<file path="src/core/mds_defines.vh">
`ifndef MDS_DEFINES_VH
`define MDS_DEFINES_VH

// Register byte offsets on the APB bus
`define MDS_OFS_COIL      12'h000
`define MDS_OFS_SPIN_REF  12'h004
`define MDS_OFS_SYS_CTRL  12'h008
`define MDS_OFS_SERIAL    12'h00c
`define MDS_OFS_STATUS    12'h010

// Coil-control word fields
`define MDS_DAC_LSB       0
`define MDS_DAC_MSB       7
`define MDS_GAIN_LSB      8
`define MDS_GAIN_MSB      9
`define MDS_COIL_WIDTH    10

// Spindle reference word width
`define MDS_SPIN_REF_WIDTH 12

// System-control word fields
`define MDS_SYS_BEMF_MODE   0
`define MDS_SYS_AUX_SOURCE  1
`define MDS_SYS_BRAKE       2
`define MDS_SYS_UNIPOLAR    3
`define MDS_SYS_STEP_BIT    4
`define MDS_SYS_START_SEL   5
`define MDS_SYS_COIL_EN     6
`define MDS_SYS_SPIN_EN     7
`define MDS_SYS_WIDTH       8

// Serial word routing fields
`define MDS_SER_ID_MSB    15
`define MDS_SER_ID_LSB    14
`define MDS_SER_PT_MSB    13
`define MDS_SER_PT_LSB    12
`define MDS_SER_ID_SEL    2'h0
`define MDS_PT_COIL       2'h1
`define MDS_PT_SPIN       2'h2
`define MDS_PT_SYS        2'h3

// Power-up values
`define MDS_COIL_RST      10'h000
`define MDS_SPIN_REF_RST  12'h000
`define MDS_SYS_RST       8'h00

// Commutation states 0..5
`define MDS_LAST_STATE    3'h5
`define MDS_FIRST_STATE   3'h0

// Hall decode flag for a pattern that names no state
`define MDS_HALL_BAD_BIT  3

// Status word fields
`define MDS_ST_STATE_MSB  2
`define MDS_ST_STATE_LSB  0
`define MDS_ST_HALL_BAD   3
`define MDS_ST_FAULT      4
`define MDS_ST_RETRACT    5
`define MDS_ST_GAIN_MSB   8
`define MDS_ST_GAIN_LSB   6
`define MDS_ST_HALL_MSB   11
`define MDS_ST_HALL_LSB   9
`define MDS_ST_DAC_SPIN   12

`endif

</file>
<file path="src/core/mds_commutation_step.v">
`include "mds_defines.vh"

// Six-state spindle commutation counter with a direct load path for hall input
module mds_commutation_step (
  // Clock and reset
  input wire clk,
  input wire rstn,
  // Control
  input wire clear,
  input wire load,
  input wire [2:0] loadState,
  input wire advance,
  // State
  output reg [2:0] state_q
);

  reg [2:0] state_d;

  // Next state: clear beats load, load beats advance
  always @* begin
    state_d = state_q;
    if (clear) begin
      state_d = `MDS_FIRST_STATE;
    end else if (load) begin
      state_d = loadState;
    end else if (advance) begin
      if (state_q == `MDS_LAST_STATE) begin
        state_d = `MDS_FIRST_STATE; // Wrap after the sixth step
      end else begin
        state_d = state_q + 3'h1;
      end
    end
  end

  // State register
  always @(posedge clk or negedge rstn) begin
    if (!rstn) begin
      state_q <= `MDS_FIRST_STATE;
    end else begin
      state_q <= state_d;
    end
  end

endmodule

</file>
<file path="src/core/mds_motor_drive_sequencer.v">
// Decided for this implementation: register access over APB and the placing of the registers.
`include "mds_defines.vh"

module mds_motor_drive_sequencer (
  // Clock and reset
  input wire clk,
  input wire rstn,
  // APB slave
  input wire [11:0] paddr,
  input wire psel,
  input wire penable,
  input wire pwrite,
  input wire [31:0] pwdata,
  output reg [31:0] prdata,
  output wire pready,
  output wire pslverr,
  // Supply monitor and retract
  input wire powerGoodResetN,
  input wire retractLevelSet,
  output reg retractDriveOutputEn,
  output reg retractDriveLevel,
  output reg retractActive,
  // Position sensing
  input wire hallInputPhaseOne,
  input wire hallInputPhaseTwo,
  input wire hallInputPhaseThree,
  input wire externalCommutationPulse,
  input wire phaseCrossSignal,
  // Coil DAC and gain
  output reg [7:0] dacCode,
  output reg dacToSpindle,
  output reg gainSwitchOne,
  output reg gainSwitchTwo,
  output reg gainSwitchThree,
  // Coil bridge
  output reg coilOutputAHighOn,
  output reg coilOutputALowOn,
  output reg coilOutputBHighOn,
  output reg coilOutputBLowOn,
  // Spindle bridge, bit 0 is phase one
  output reg [2:0] spinHighOn,
  output reg [2:0] spinLowOn,
  // Center tap open-drain pin
  output reg centerTapControlOut,
  output reg centerTapControlOeN
);

  // Gain-range decode to switch closures {three, two, one}
  function [2:0] gainDecode;
    input [1:0] sel;
    begin
      case (sel)
        2'h0: gainDecode = 3'h0;
        2'h1: gainDecode = 3'h1;
        2'h2: gainDecode = 3'h2;
        2'h3: gainDecode = 3'h4;
        default: gainDecode = 3'h0;
      endcase
    end
  endfunction

  // Hall pattern to commutation state; bit 3 flags an illegal pattern
  function [3:0] hallDecode;
    input [2:0] hall;
    begin
      case (hall)
        3'h1: hallDecode = 4'h0;
        3'h3: hallDecode = 4'h1;
        3'h2: hallDecode = 4'h2;
        3'h6: hallDecode = 4'h3;
        3'h4: hallDecode = 4'h4;
        3'h5: hallDecode = 4'h5;
        default: hallDecode = 4'h8;
      endcase
    end
  endfunction

  // Commutation state to {high[2:0], low[2:0]} driver pattern
  function [5:0] bridgeTable;
    input [2:0] state;
    begin
      case (state)
        3'h0: bridgeTable = 6'h0a;
        3'h1: bridgeTable = 6'h0c;
        3'h2: bridgeTable = 6'h14;
        3'h3: bridgeTable = 6'h11;
        3'h4: bridgeTable = 6'h21;
        3'h5: bridgeTable = 6'h22;
        default: bridgeTable = 6'h00;
      endcase
    end
  endfunction

  // Control words
  reg [`MDS_COIL_WIDTH-1:0] coilWord_q;
  reg [`MDS_COIL_WIDTH-1:0] coilWord_d;
  reg [`MDS_SPIN_REF_WIDTH-1:0] spinRef_q;
  reg [`MDS_SPIN_REF_WIDTH-1:0] spinRef_d;
  reg [`MDS_SYS_WIDTH-1:0] sysCtrl_q;
  reg [`MDS_SYS_WIDTH-1:0] sysCtrl_d;
  // Input history for edge detection and the hall status flag
  reg auxPulse_q;
  reg phaseCross_q;
  reg hallIllegal_q;
  // Bus decode
  wire wrEn;
  wire rdSetup;
  wire addrHit;
  wire serialSelected;
  wire [1:0] serialPort;
  // Mode and events
  wire fault;
  wire bemfMode;
  wire startMode;
  wire stepFall;
  wire auxRise;
  wire phaseEdge;
  wire stateAdvance;
  wire [3:0] hallState;
  wire [2:0] commState;
  wire [5:0] bridge;
  wire [2:0] gainSel;
  reg [31:0] rdMux;

  // A low power-good line is a fault and retract follows on the next clock edge
  assign fault = ~powerGoodResetN;

  // Zero-wait slave; only listed offsets answer without error
  assign pready = 1'b1;
  assign addrHit = (paddr == `MDS_OFS_COIL) || (paddr == `MDS_OFS_SPIN_REF) ||
                   (paddr == `MDS_OFS_SYS_CTRL) || (paddr == `MDS_OFS_SERIAL) ||
                   (paddr == `MDS_OFS_STATUS);
  assign pslverr = psel & penable & ~addrHit;
  assign wrEn = psel & penable & pwrite & addrHit;
  assign rdSetup = psel & ~penable & ~pwrite;

  // Serial routing word: device id in the top two bits, port select below
  assign serialSelected = (pwdata[`MDS_SER_ID_MSB:`MDS_SER_ID_LSB] == `MDS_SER_ID_SEL);
  assign serialPort = pwdata[`MDS_SER_PT_MSB:`MDS_SER_PT_LSB];

  // Next values of the control words; a retract restores power-up values
  always @* begin
    coilWord_d = coilWord_q;
    spinRef_d = spinRef_q;
    sysCtrl_d = sysCtrl_q;
    if (fault) begin
      coilWord_d = `MDS_COIL_RST;
      spinRef_d = `MDS_SPIN_REF_RST;
      sysCtrl_d = `MDS_SYS_RST;
    end else if (wrEn) begin
      case (paddr)
        `MDS_OFS_COIL: coilWord_d = pwdata[`MDS_COIL_WIDTH-1:0];
        `MDS_OFS_SPIN_REF: spinRef_d = pwdata[`MDS_SPIN_REF_WIDTH-1:0];
        `MDS_OFS_SYS_CTRL: sysCtrl_d = pwdata[`MDS_SYS_WIDTH-1:0];
        `MDS_OFS_SERIAL: begin
          // A null port or foreign id leaves every port unchanged
          if (serialSelected && serialPort == `MDS_PT_COIL) begin
            coilWord_d = pwdata[`MDS_COIL_WIDTH-1:0];
          end else if (serialSelected && serialPort == `MDS_PT_SPIN) begin
            spinRef_d = pwdata[`MDS_SPIN_REF_WIDTH-1:0];
          end else if (serialSelected && serialPort == `MDS_PT_SYS) begin
            sysCtrl_d = pwdata[`MDS_SYS_WIDTH-1:0];
          end
        end
        default: coilWord_d = coilWord_q;
      endcase
    end
  end

  // Control word registers
  always @(posedge clk or negedge rstn) begin
    if (!rstn) begin
      coilWord_q <= `MDS_COIL_RST;
      spinRef_q <= `MDS_SPIN_REF_RST;
      sysCtrl_q <= `MDS_SYS_RST;
    end else begin
      coilWord_q <= coilWord_d;
      spinRef_q <= spinRef_d;
      sysCtrl_q <= sysCtrl_d;
    end
  end

  // Mode bits
  assign bemfMode = sysCtrl_q[`MDS_SYS_BEMF_MODE];
  assign startMode = sysCtrl_q[`MDS_SYS_START_SEL];

  // The step bit acts on its falling change, whichever path wrote it
  assign stepFall = sysCtrl_q[`MDS_SYS_STEP_BIT] & ~sysCtrl_d[`MDS_SYS_STEP_BIT];

  // External pulse counts on its rising edge only
  assign auxRise = externalCommutationPulse & ~auxPulse_q;

  // Both edges of the phase-crossing signal count
  assign phaseEdge = phaseCrossSignal ^ phaseCross_q;

  // Back-EMF advance source: processor during start, internal loop in run
  assign stateAdvance = bemfMode & (startMode ?
                        (sysCtrl_q[`MDS_SYS_AUX_SOURCE] ? auxRise : stepFall) :
                        phaseEdge);

  // Hall decode; an illegal pattern holds the last good state
  assign hallState = hallDecode({hallInputPhaseThree, hallInputPhaseTwo,
                                 hallInputPhaseOne});

  // Input history; synchronous inputs need no extra stages
  always @(posedge clk or negedge rstn) begin
    if (!rstn) begin
      auxPulse_q <= 1'b0;
      phaseCross_q <= 1'b0;
      hallIllegal_q <= 1'b0;
    end else begin
      auxPulse_q <= externalCommutationPulse;
      phaseCross_q <= phaseCrossSignal;
      hallIllegal_q <= hallState[`MDS_HALL_BAD_BIT];
    end
  end

  // Commutation counter; hall mode follows the sensors with no software
  mds_commutation_step uStep (
    .clk(clk),
    .rstn(rstn),
    .clear(fault),
    .load(~bemfMode & ~hallState[`MDS_HALL_BAD_BIT]),
    .loadState(hallState[2:0]),
    .advance(stateAdvance & ~fault),
    .state_q(commState)
  );

  assign bridge = bridgeTable(commState);
  assign gainSel = gainDecode(coilWord_q[`MDS_GAIN_MSB:`MDS_GAIN_LSB]);

  // DAC steering and gain switches
  always @(posedge clk or negedge rstn) begin
    if (!rstn) begin
      dacCode <= 8'h00;
      dacToSpindle <= 1'b0;
      gainSwitchOne <= 1'b0;
      gainSwitchTwo <= 1'b0;
      gainSwitchThree <= 1'b0;
    end else begin
      dacCode <= coilWord_q[`MDS_DAC_MSB:`MDS_DAC_LSB];
      dacToSpindle <= startMode & ~fault;
      gainSwitchOne <= gainSel[0];
      gainSwitchTwo <= gainSel[1];
      gainSwitchThree <= gainSel[2];
    end
  end

  // Coil bridge and retract path; DAC MSB picks the current direction
  always @(posedge clk or negedge rstn) begin
    if (!rstn) begin
      coilOutputAHighOn <= 1'b0;
      coilOutputALowOn <= 1'b0;
      coilOutputBHighOn <= 1'b0;
      coilOutputBLowOn <= 1'b0;
      retractDriveOutputEn <= 1'b0;
      retractDriveLevel <= 1'b0;
      retractActive <= 1'b0;
    end else if (fault) begin
      coilOutputAHighOn <= 1'b0;
      coilOutputALowOn <= 1'b0;
      coilOutputBHighOn <= 1'b0;
      coilOutputBLowOn <= 1'b1;
      retractDriveOutputEn <= 1'b1;
      retractDriveLevel <= retractLevelSet;
      retractActive <= 1'b1;
    end else begin
      // Coil is parked while the DAC feeds spindle start current
      coilOutputAHighOn <= sysCtrl_q[`MDS_SYS_COIL_EN] & ~startMode &
                           coilWord_q[`MDS_DAC_MSB];
      coilOutputALowOn <= sysCtrl_q[`MDS_SYS_COIL_EN] & ~startMode &
                          ~coilWord_q[`MDS_DAC_MSB];
      coilOutputBHighOn <= sysCtrl_q[`MDS_SYS_COIL_EN] & ~startMode &
                           ~coilWord_q[`MDS_DAC_MSB];
      coilOutputBLowOn <= sysCtrl_q[`MDS_SYS_COIL_EN] & ~startMode &
                          coilWord_q[`MDS_DAC_MSB];
      retractDriveOutputEn <= 1'b0;
      retractDriveLevel <= 1'b0;
      retractActive <= 1'b0;
    end
  end

  // Spindle bridge; fault first, then brake, then normal commutation
  always @(posedge clk or negedge rstn) begin
    if (!rstn) begin
      spinHighOn <= 3'h0;
      spinLowOn <= 3'h0;
      centerTapControlOut <= 1'b0;
      centerTapControlOeN <= 1'b1;
    end else if (fault) begin
      spinHighOn <= 3'h0;
      spinLowOn <= 3'h0;
      centerTapControlOut <= 1'b0;
      centerTapControlOeN <= 1'b1;
    end else if (sysCtrl_q[`MDS_SYS_BRAKE]) begin
      // Shorting the windings to supply stops the motor
      spinHighOn <= 3'h7;
      spinLowOn <= 3'h0;
      centerTapControlOut <= 1'b0;
      centerTapControlOeN <= 1'b1;
    end else if (sysCtrl_q[`MDS_SYS_SPIN_EN]) begin
      // Unipolar: external transistor lifts the center tap, high sides idle
      spinHighOn <= sysCtrl_q[`MDS_SYS_UNIPOLAR] ? 3'h0 : bridge[5:3];
      spinLowOn <= bridge[2:0];
      centerTapControlOut <= 1'b0;
      centerTapControlOeN <= ~sysCtrl_q[`MDS_SYS_UNIPOLAR];
    end else begin
      spinHighOn <= 3'h0;
      spinLowOn <= 3'h0;
      centerTapControlOut <= 1'b0;
      centerTapControlOeN <= 1'b1;
    end
  end

  // Read multiplexer; the serial routing word reads back as zero
  always @* begin
    rdMux = 32'h0000_0000;
    case (paddr)
      `MDS_OFS_COIL: rdMux[`MDS_COIL_WIDTH-1:0] = coilWord_q;
      `MDS_OFS_SPIN_REF: rdMux[`MDS_SPIN_REF_WIDTH-1:0] = spinRef_q;
      `MDS_OFS_SYS_CTRL: rdMux[`MDS_SYS_WIDTH-1:0] = sysCtrl_q;
      `MDS_OFS_STATUS: begin
        rdMux[`MDS_ST_STATE_MSB:`MDS_ST_STATE_LSB] = commState;
        rdMux[`MDS_ST_HALL_BAD] = hallIllegal_q;
        rdMux[`MDS_ST_FAULT] = fault;
        rdMux[`MDS_ST_RETRACT] = retractActive;
        rdMux[`MDS_ST_GAIN_MSB:`MDS_ST_GAIN_LSB] =
          {gainSwitchThree, gainSwitchTwo, gainSwitchOne};
        rdMux[`MDS_ST_HALL_MSB:`MDS_ST_HALL_LSB] =
          {hallInputPhaseThree, hallInputPhaseTwo, hallInputPhaseOne};
        rdMux[`MDS_ST_DAC_SPIN] = dacToSpindle;
      end
      default: rdMux = 32'h0000_0000;
    endcase
  end

  // Read data is captured in the setup cycle and stands through access
  always @(posedge clk or negedge rstn) begin
    if (!rstn) begin
      prdata <= 32'h0000_0000;
    end else if (rdSetup) begin
      prdata <= rdMux;
    end
  end

endmodule

</file>
<file path="config.mk">
export PLATFORM = sky130hd
export DESIGN_NAME = mds_motor_drive_sequencer
export DESIGN_NICKNAME = d
export VERILOG_FILES = /design/src/core/mds_commutation_step.v /design/src/core/mds_motor_drive_sequencer.v
export VERILOG_INCLUDE_DIRS = /design/src /design/src/core
export SDC_FILE = /design/constraint.sdc
export NUM_CORES = 1
export LEC_CHECK = 0
export BUFFER_PORTS_ARGS = -buffer_cell sky130_fd_sc_hd__clkbuf_2
export CAP_MARGIN = 20
export CORE_ASPECT_RATIO = 0.8
export CORE_MARGIN = 2
export CORE_UTILIZATION = 35
export CTS_CLUSTER_DIAMETER = 60
export DETAILED_ROUTE_END_ITERATION = 16
export HOLD_SLACK_MARGIN = 0.03
export PLACE_DENSITY = 0.57
export SYNTH_ARGS = -nofsm -noshare
export SYNTH_HDL_FRONTEND = slang
export SYNTH_SLANG_ARGS = --single-unit
</file>
<file path="constraint.sdc">
create_clock -name clk -period 2.6 [get_ports clk]
set_clock_uncertainty 0.05 [all_clocks]
set_input_delay 0.13 -clock clk [delete_from_list [all_inputs] [get_ports clk]]
set_output_delay 0.13 -clock clk [all_outputs]
set_load 0.03 [all_outputs]
</file>
==> reports/summary.md <==
Run status
* finished, final reports clean — result of the run

CTS
* yes — clock tree from TritonCTS
* 2 — number of buffers between clock root and the deepest sink
* 9 — cts bufs inserted
* 0 — count of instances resized after the clock tree is built
* 0.33 ns — Clock Latency Late Sink
* 8 — number of buffers inserted by hold repair at cts
* 0.06 ns — Clock transition at path regs
* 3 — H-tree depth
* 0 — Post-CTS Repair Setup Buffers
* sky130_fd_sc_hd__clkbuf_16 — root buffer cell
* 73 — CTS Sinks

Critical path
* flip-flop — category of the worst setup path capture point
* input pin — critical path launch point type
* in2reg — path type of the worst setup path
* 0.92 ns — register-to-register setup slack
* 6 — FF-to-FF path depth
* 1.97 ns — Worst Path Arrival
* 2.80 ns — data required time at the worst endpoint
* uStep.state_q[1] — Reg-to-Reg Start
* uStep.state_q[2] — endpoint of the worst register-to-register path
* 8 — largest driver fanout on the critical path

GRT
* 0 — total overflow reported by the global router
* 16.44% — global routing usage summed across all routing layers
* 39 — maximum number of pins on one net before global-route repair
* 13.55 mm — first-pass GRT wire length
* 2521 — vias in the first global route
* 0 — number of antenna violations at the first check in global routing

STA
* 0 — final number of setup-violating endpoints
* 0 — Slew Viols, Final
* 0 — count of endpoints failing hold in the final timing report
* 0.5650 GHz — fmax
* 45.41% — worst relative slew slack
* 1.770 ns — Min Clock Period, post-route
* 68.07% — final cycle utilization of the critical path
* 0 ns — Final TNS setup
* 0.8188 ns — pin slew with the least headroom to its limit
* no — unrepaired setup endpoints after global routing

Logic synthesis
* 325 — cells after synthesis
* 3533 um^2 — synthesized area
* sky130_fd_sc_hd__dfrtp_1 51%, sky130_fd_sc_hd__mux2i_1 8.8%, sky130_fd_sc_hd__nor2_1 5.7% — cell types with the largest area share after synthesis
* 0 — EDFF count, synth
* 0 — Yosys Warn Count
* 50.99% — fraction of post-synthesis cell area in the top cell type by area
* 54 — count of cell types in the netlist
* 100.0% — proportion of register bits with asynchronous set or reset after synthesis
* sky130_fd_sc_hd__dfrtp_1 — largest area contributor in the synthesized netlist
* 73 — flip-flop and latch count after synthesis
* 72 x sky130_fd_sc_hd__dfrtp_1, 54 x sky130_fd_sc_hd__nor2_1, 31 x sky130_fd_sc_hd__mux2i_1 — Commonest cells post-synth
* 10.87 um^2 — mean instance size in the synthesized netlist
* 51.74% — share of the yosys chip area belonging to registers
* sky130_fd_sc_hd__dfrtp_1 — library cell with the highest instance count after synthesis
* sky130_fd_sc_hd__dfrtp_1 — commonest register cell after synthesis

Finish
* 1828 um^2 — register area
* 29.78% — proportion of layout cells with a drive suffix above 1
* 465 — final-stage net count
* 0 — count of inserted antenna diode cells
* 1481 um^2 — footprint of the multi-input gates
* 954 — layout filler cell count
* 22.80% — signed area change from the synthesized netlist to the final layout

Drt
* 4 — TritonRoute pass-1 iters
* 4.845 — Avg Vias per Cell
* 2660 — vias
* 0 — DRC violations left
* 15.57 um — average detailed-routed wire length per instance
* 149 — iteration-0 DRC count of the detailed router
* 8.546 mm — wirelength, routed
* 0 — Routed Antenna Nets

Job
* 0 — max-cap violation count

Die
* 9729 um^2 — Core Footprint
* 32 — Row Count
* 93.87 um — Die Height
* 117 — io pins
* 36.32% — Initial Utilization
* 116.3 um — die width
* 10920 um^2 — total die area

Min path
* 3 — count of cells along the worst hold path
* pwdata[7] — startpoint of the most critical hold path
* sysCtrl_q[7] — Worst Hold Endpoint
* in2reg — HP Class

Power
* 43.6% — Clock Power Share
* 0.002748 W — Overall Power
* 0.0002944 V — Worst IR Drop VDD
* 12.5% — portion of total power attributed to combinational logic
* 43.9% — sequential group share of total power
* 633.4 nW/um^2 — Power Dens Cells
* 2.089 nW — static leakage power
* 0.0007305 W — power dissipated by switching net loads
* 0.002018 W — internal power summed over all cells
* 26.58% — switching part of the total power

Place
* 79 — # port buffers
* 6.026 mm — DP HPWL
* 0.7952 — final estimated routing congestion in global placement

cells by family (layout without fill, tap and decap cells):
group                      after synthesis  in the layout  share of synthesized area, %
buffers and inverters                   49            118                         8.640
xor gates and xnor gates                 4              4                        0.9917
other                                    2             21                        0.2125
DFF                                     73             73                         51.74
and+or+nand+nor                        104            104                         16.36
AOI/OAI and AO/OA                       51             51                         9.739
adders and majority gates                1              1                        0.3541
muxes                                   41             41                         11.97
power groups by stage:
stage	combinational [W]	sequential (W)	clock [W]
after global placement	0.000333	0.00122	0
after global routing	0.000378	0.00121	0.00128
after floorplan	0.000176	0.00128	0
after detailed placement	0.000338	0.00122	0
final	0.000345	0.00121	0.00120
after CTS	0.000349	0.00121	0.00123
how the worst max path moves through the flow:
stage	startpoint	to
2_1_floorplan	paddr[9]	spinRef_q[10]
3_3_place_gp	paddr[1]	prdata[1]
3_5_place_dp	paddr[9]	spinRef_q[3]
4_1_cts	paddr[9]	spinRef_q[7]
5_1_grt	uStep.state_q[1]	uStep.state_q[2]
6_report	paddr[1]	prdata[1]
flip-flops by register name, indices dropped and copies added, names as in the netlist, 3 cells and up:
register,cells
coilWord_q,10
uStep.state_q,3
spinHighOn,3
spinRef_q,12
sysCtrl_q,8
dacCode,8
spinLowOn,3
prdata,13
final cells by class:
cell class / count / share of cell area [%]
Clock buffer: 10 / 5.277
Clock inverter: 6 / 1.384
Inverter: 8 / 0.6920
Multi-Input combinational cell: 222 / 34.14
Sequential cell: 73 / 42.13
Tap cell: 136 / 3.922
Timing Repair Buffer: 94 / 12.46
layout by cell type, fill, tap and decap left out, types with 3 or more instances in the layout:
master and n:
sky130_fd_sc_hd__nor3b_1 3, sky130_fd_sc_hd__a21oi_1 20, sky130_fd_sc_hd__clkbuf_16 9, sky130_fd_sc_hd__a31oi_1 5, sky130_fd_sc_hd__inv_1 7, sky130_fd_sc_hd__clkinv_2 3
sky130_fd_sc_hd__dlygate4sd3_1 8, sky130_fd_sc_hd__nor3_1 7, sky130_fd_sc_hd__and4b_1 3, sky130_fd_sc_hd__mux2i_1 31, sky130_fd_sc_hd__a222oi_1 7, sky130_fd_sc_hd__mux2_2 10
sky130_fd_sc_hd__dfrtp_1 72, sky130_fd_sc_hd__buf_4 6, sky130_fd_sc_hd__nor2_1 54, sky130_fd_sc_hd__clkbuf_2 78, sky130_fd_sc_hd__o21ai_0 5, sky130_fd_sc_hd__nand2_1 6
sky130_fd_sc_hd__nand3_1 4, sky130_fd_sc_hd__nor2b_1 4, sky130_fd_sc_hd__conb_1 21
worst max-delay path, stage by stage:
cell	delay (ns)
sky130_fd_sc_hd__clkbuf_2	0.12
sky130_fd_sc_hd__or4b_2	0.70
sky130_fd_sc_hd__nor4_4	0.51
sky130_fd_sc_hd__a222oi_1	0.28
sky130_fd_sc_hd__a21oi_1	0.22
layer usage:
layer  GRT usage, %  wire length [um]  up-vias
li1               -                 -     1273
met1          24.33              4169     1271
met2          23.84              3740      108
met3          4.452               572        8
met4          3.869                63        0
met5              0                 0        -
stage by stage:
step                hold slack [ns]  setup slack [ns]  instances  instance area [um^2]  utilization, %
floorplan                   -0.2156            0.7815        344                  3605               -
global placement             0.2168            0.5388        525                  3970           40.81
detailed placement           0.2250            0.5465        525                  3970           40.81
CTS                         0.03280            0.8538        549                  4339           44.60
global route                0.05166            0.7410        549                  4339           44.60
finish                      0.03639            0.8301        549                  4339           44.60
No activity file was read; power rests on OpenSTA's default activity.
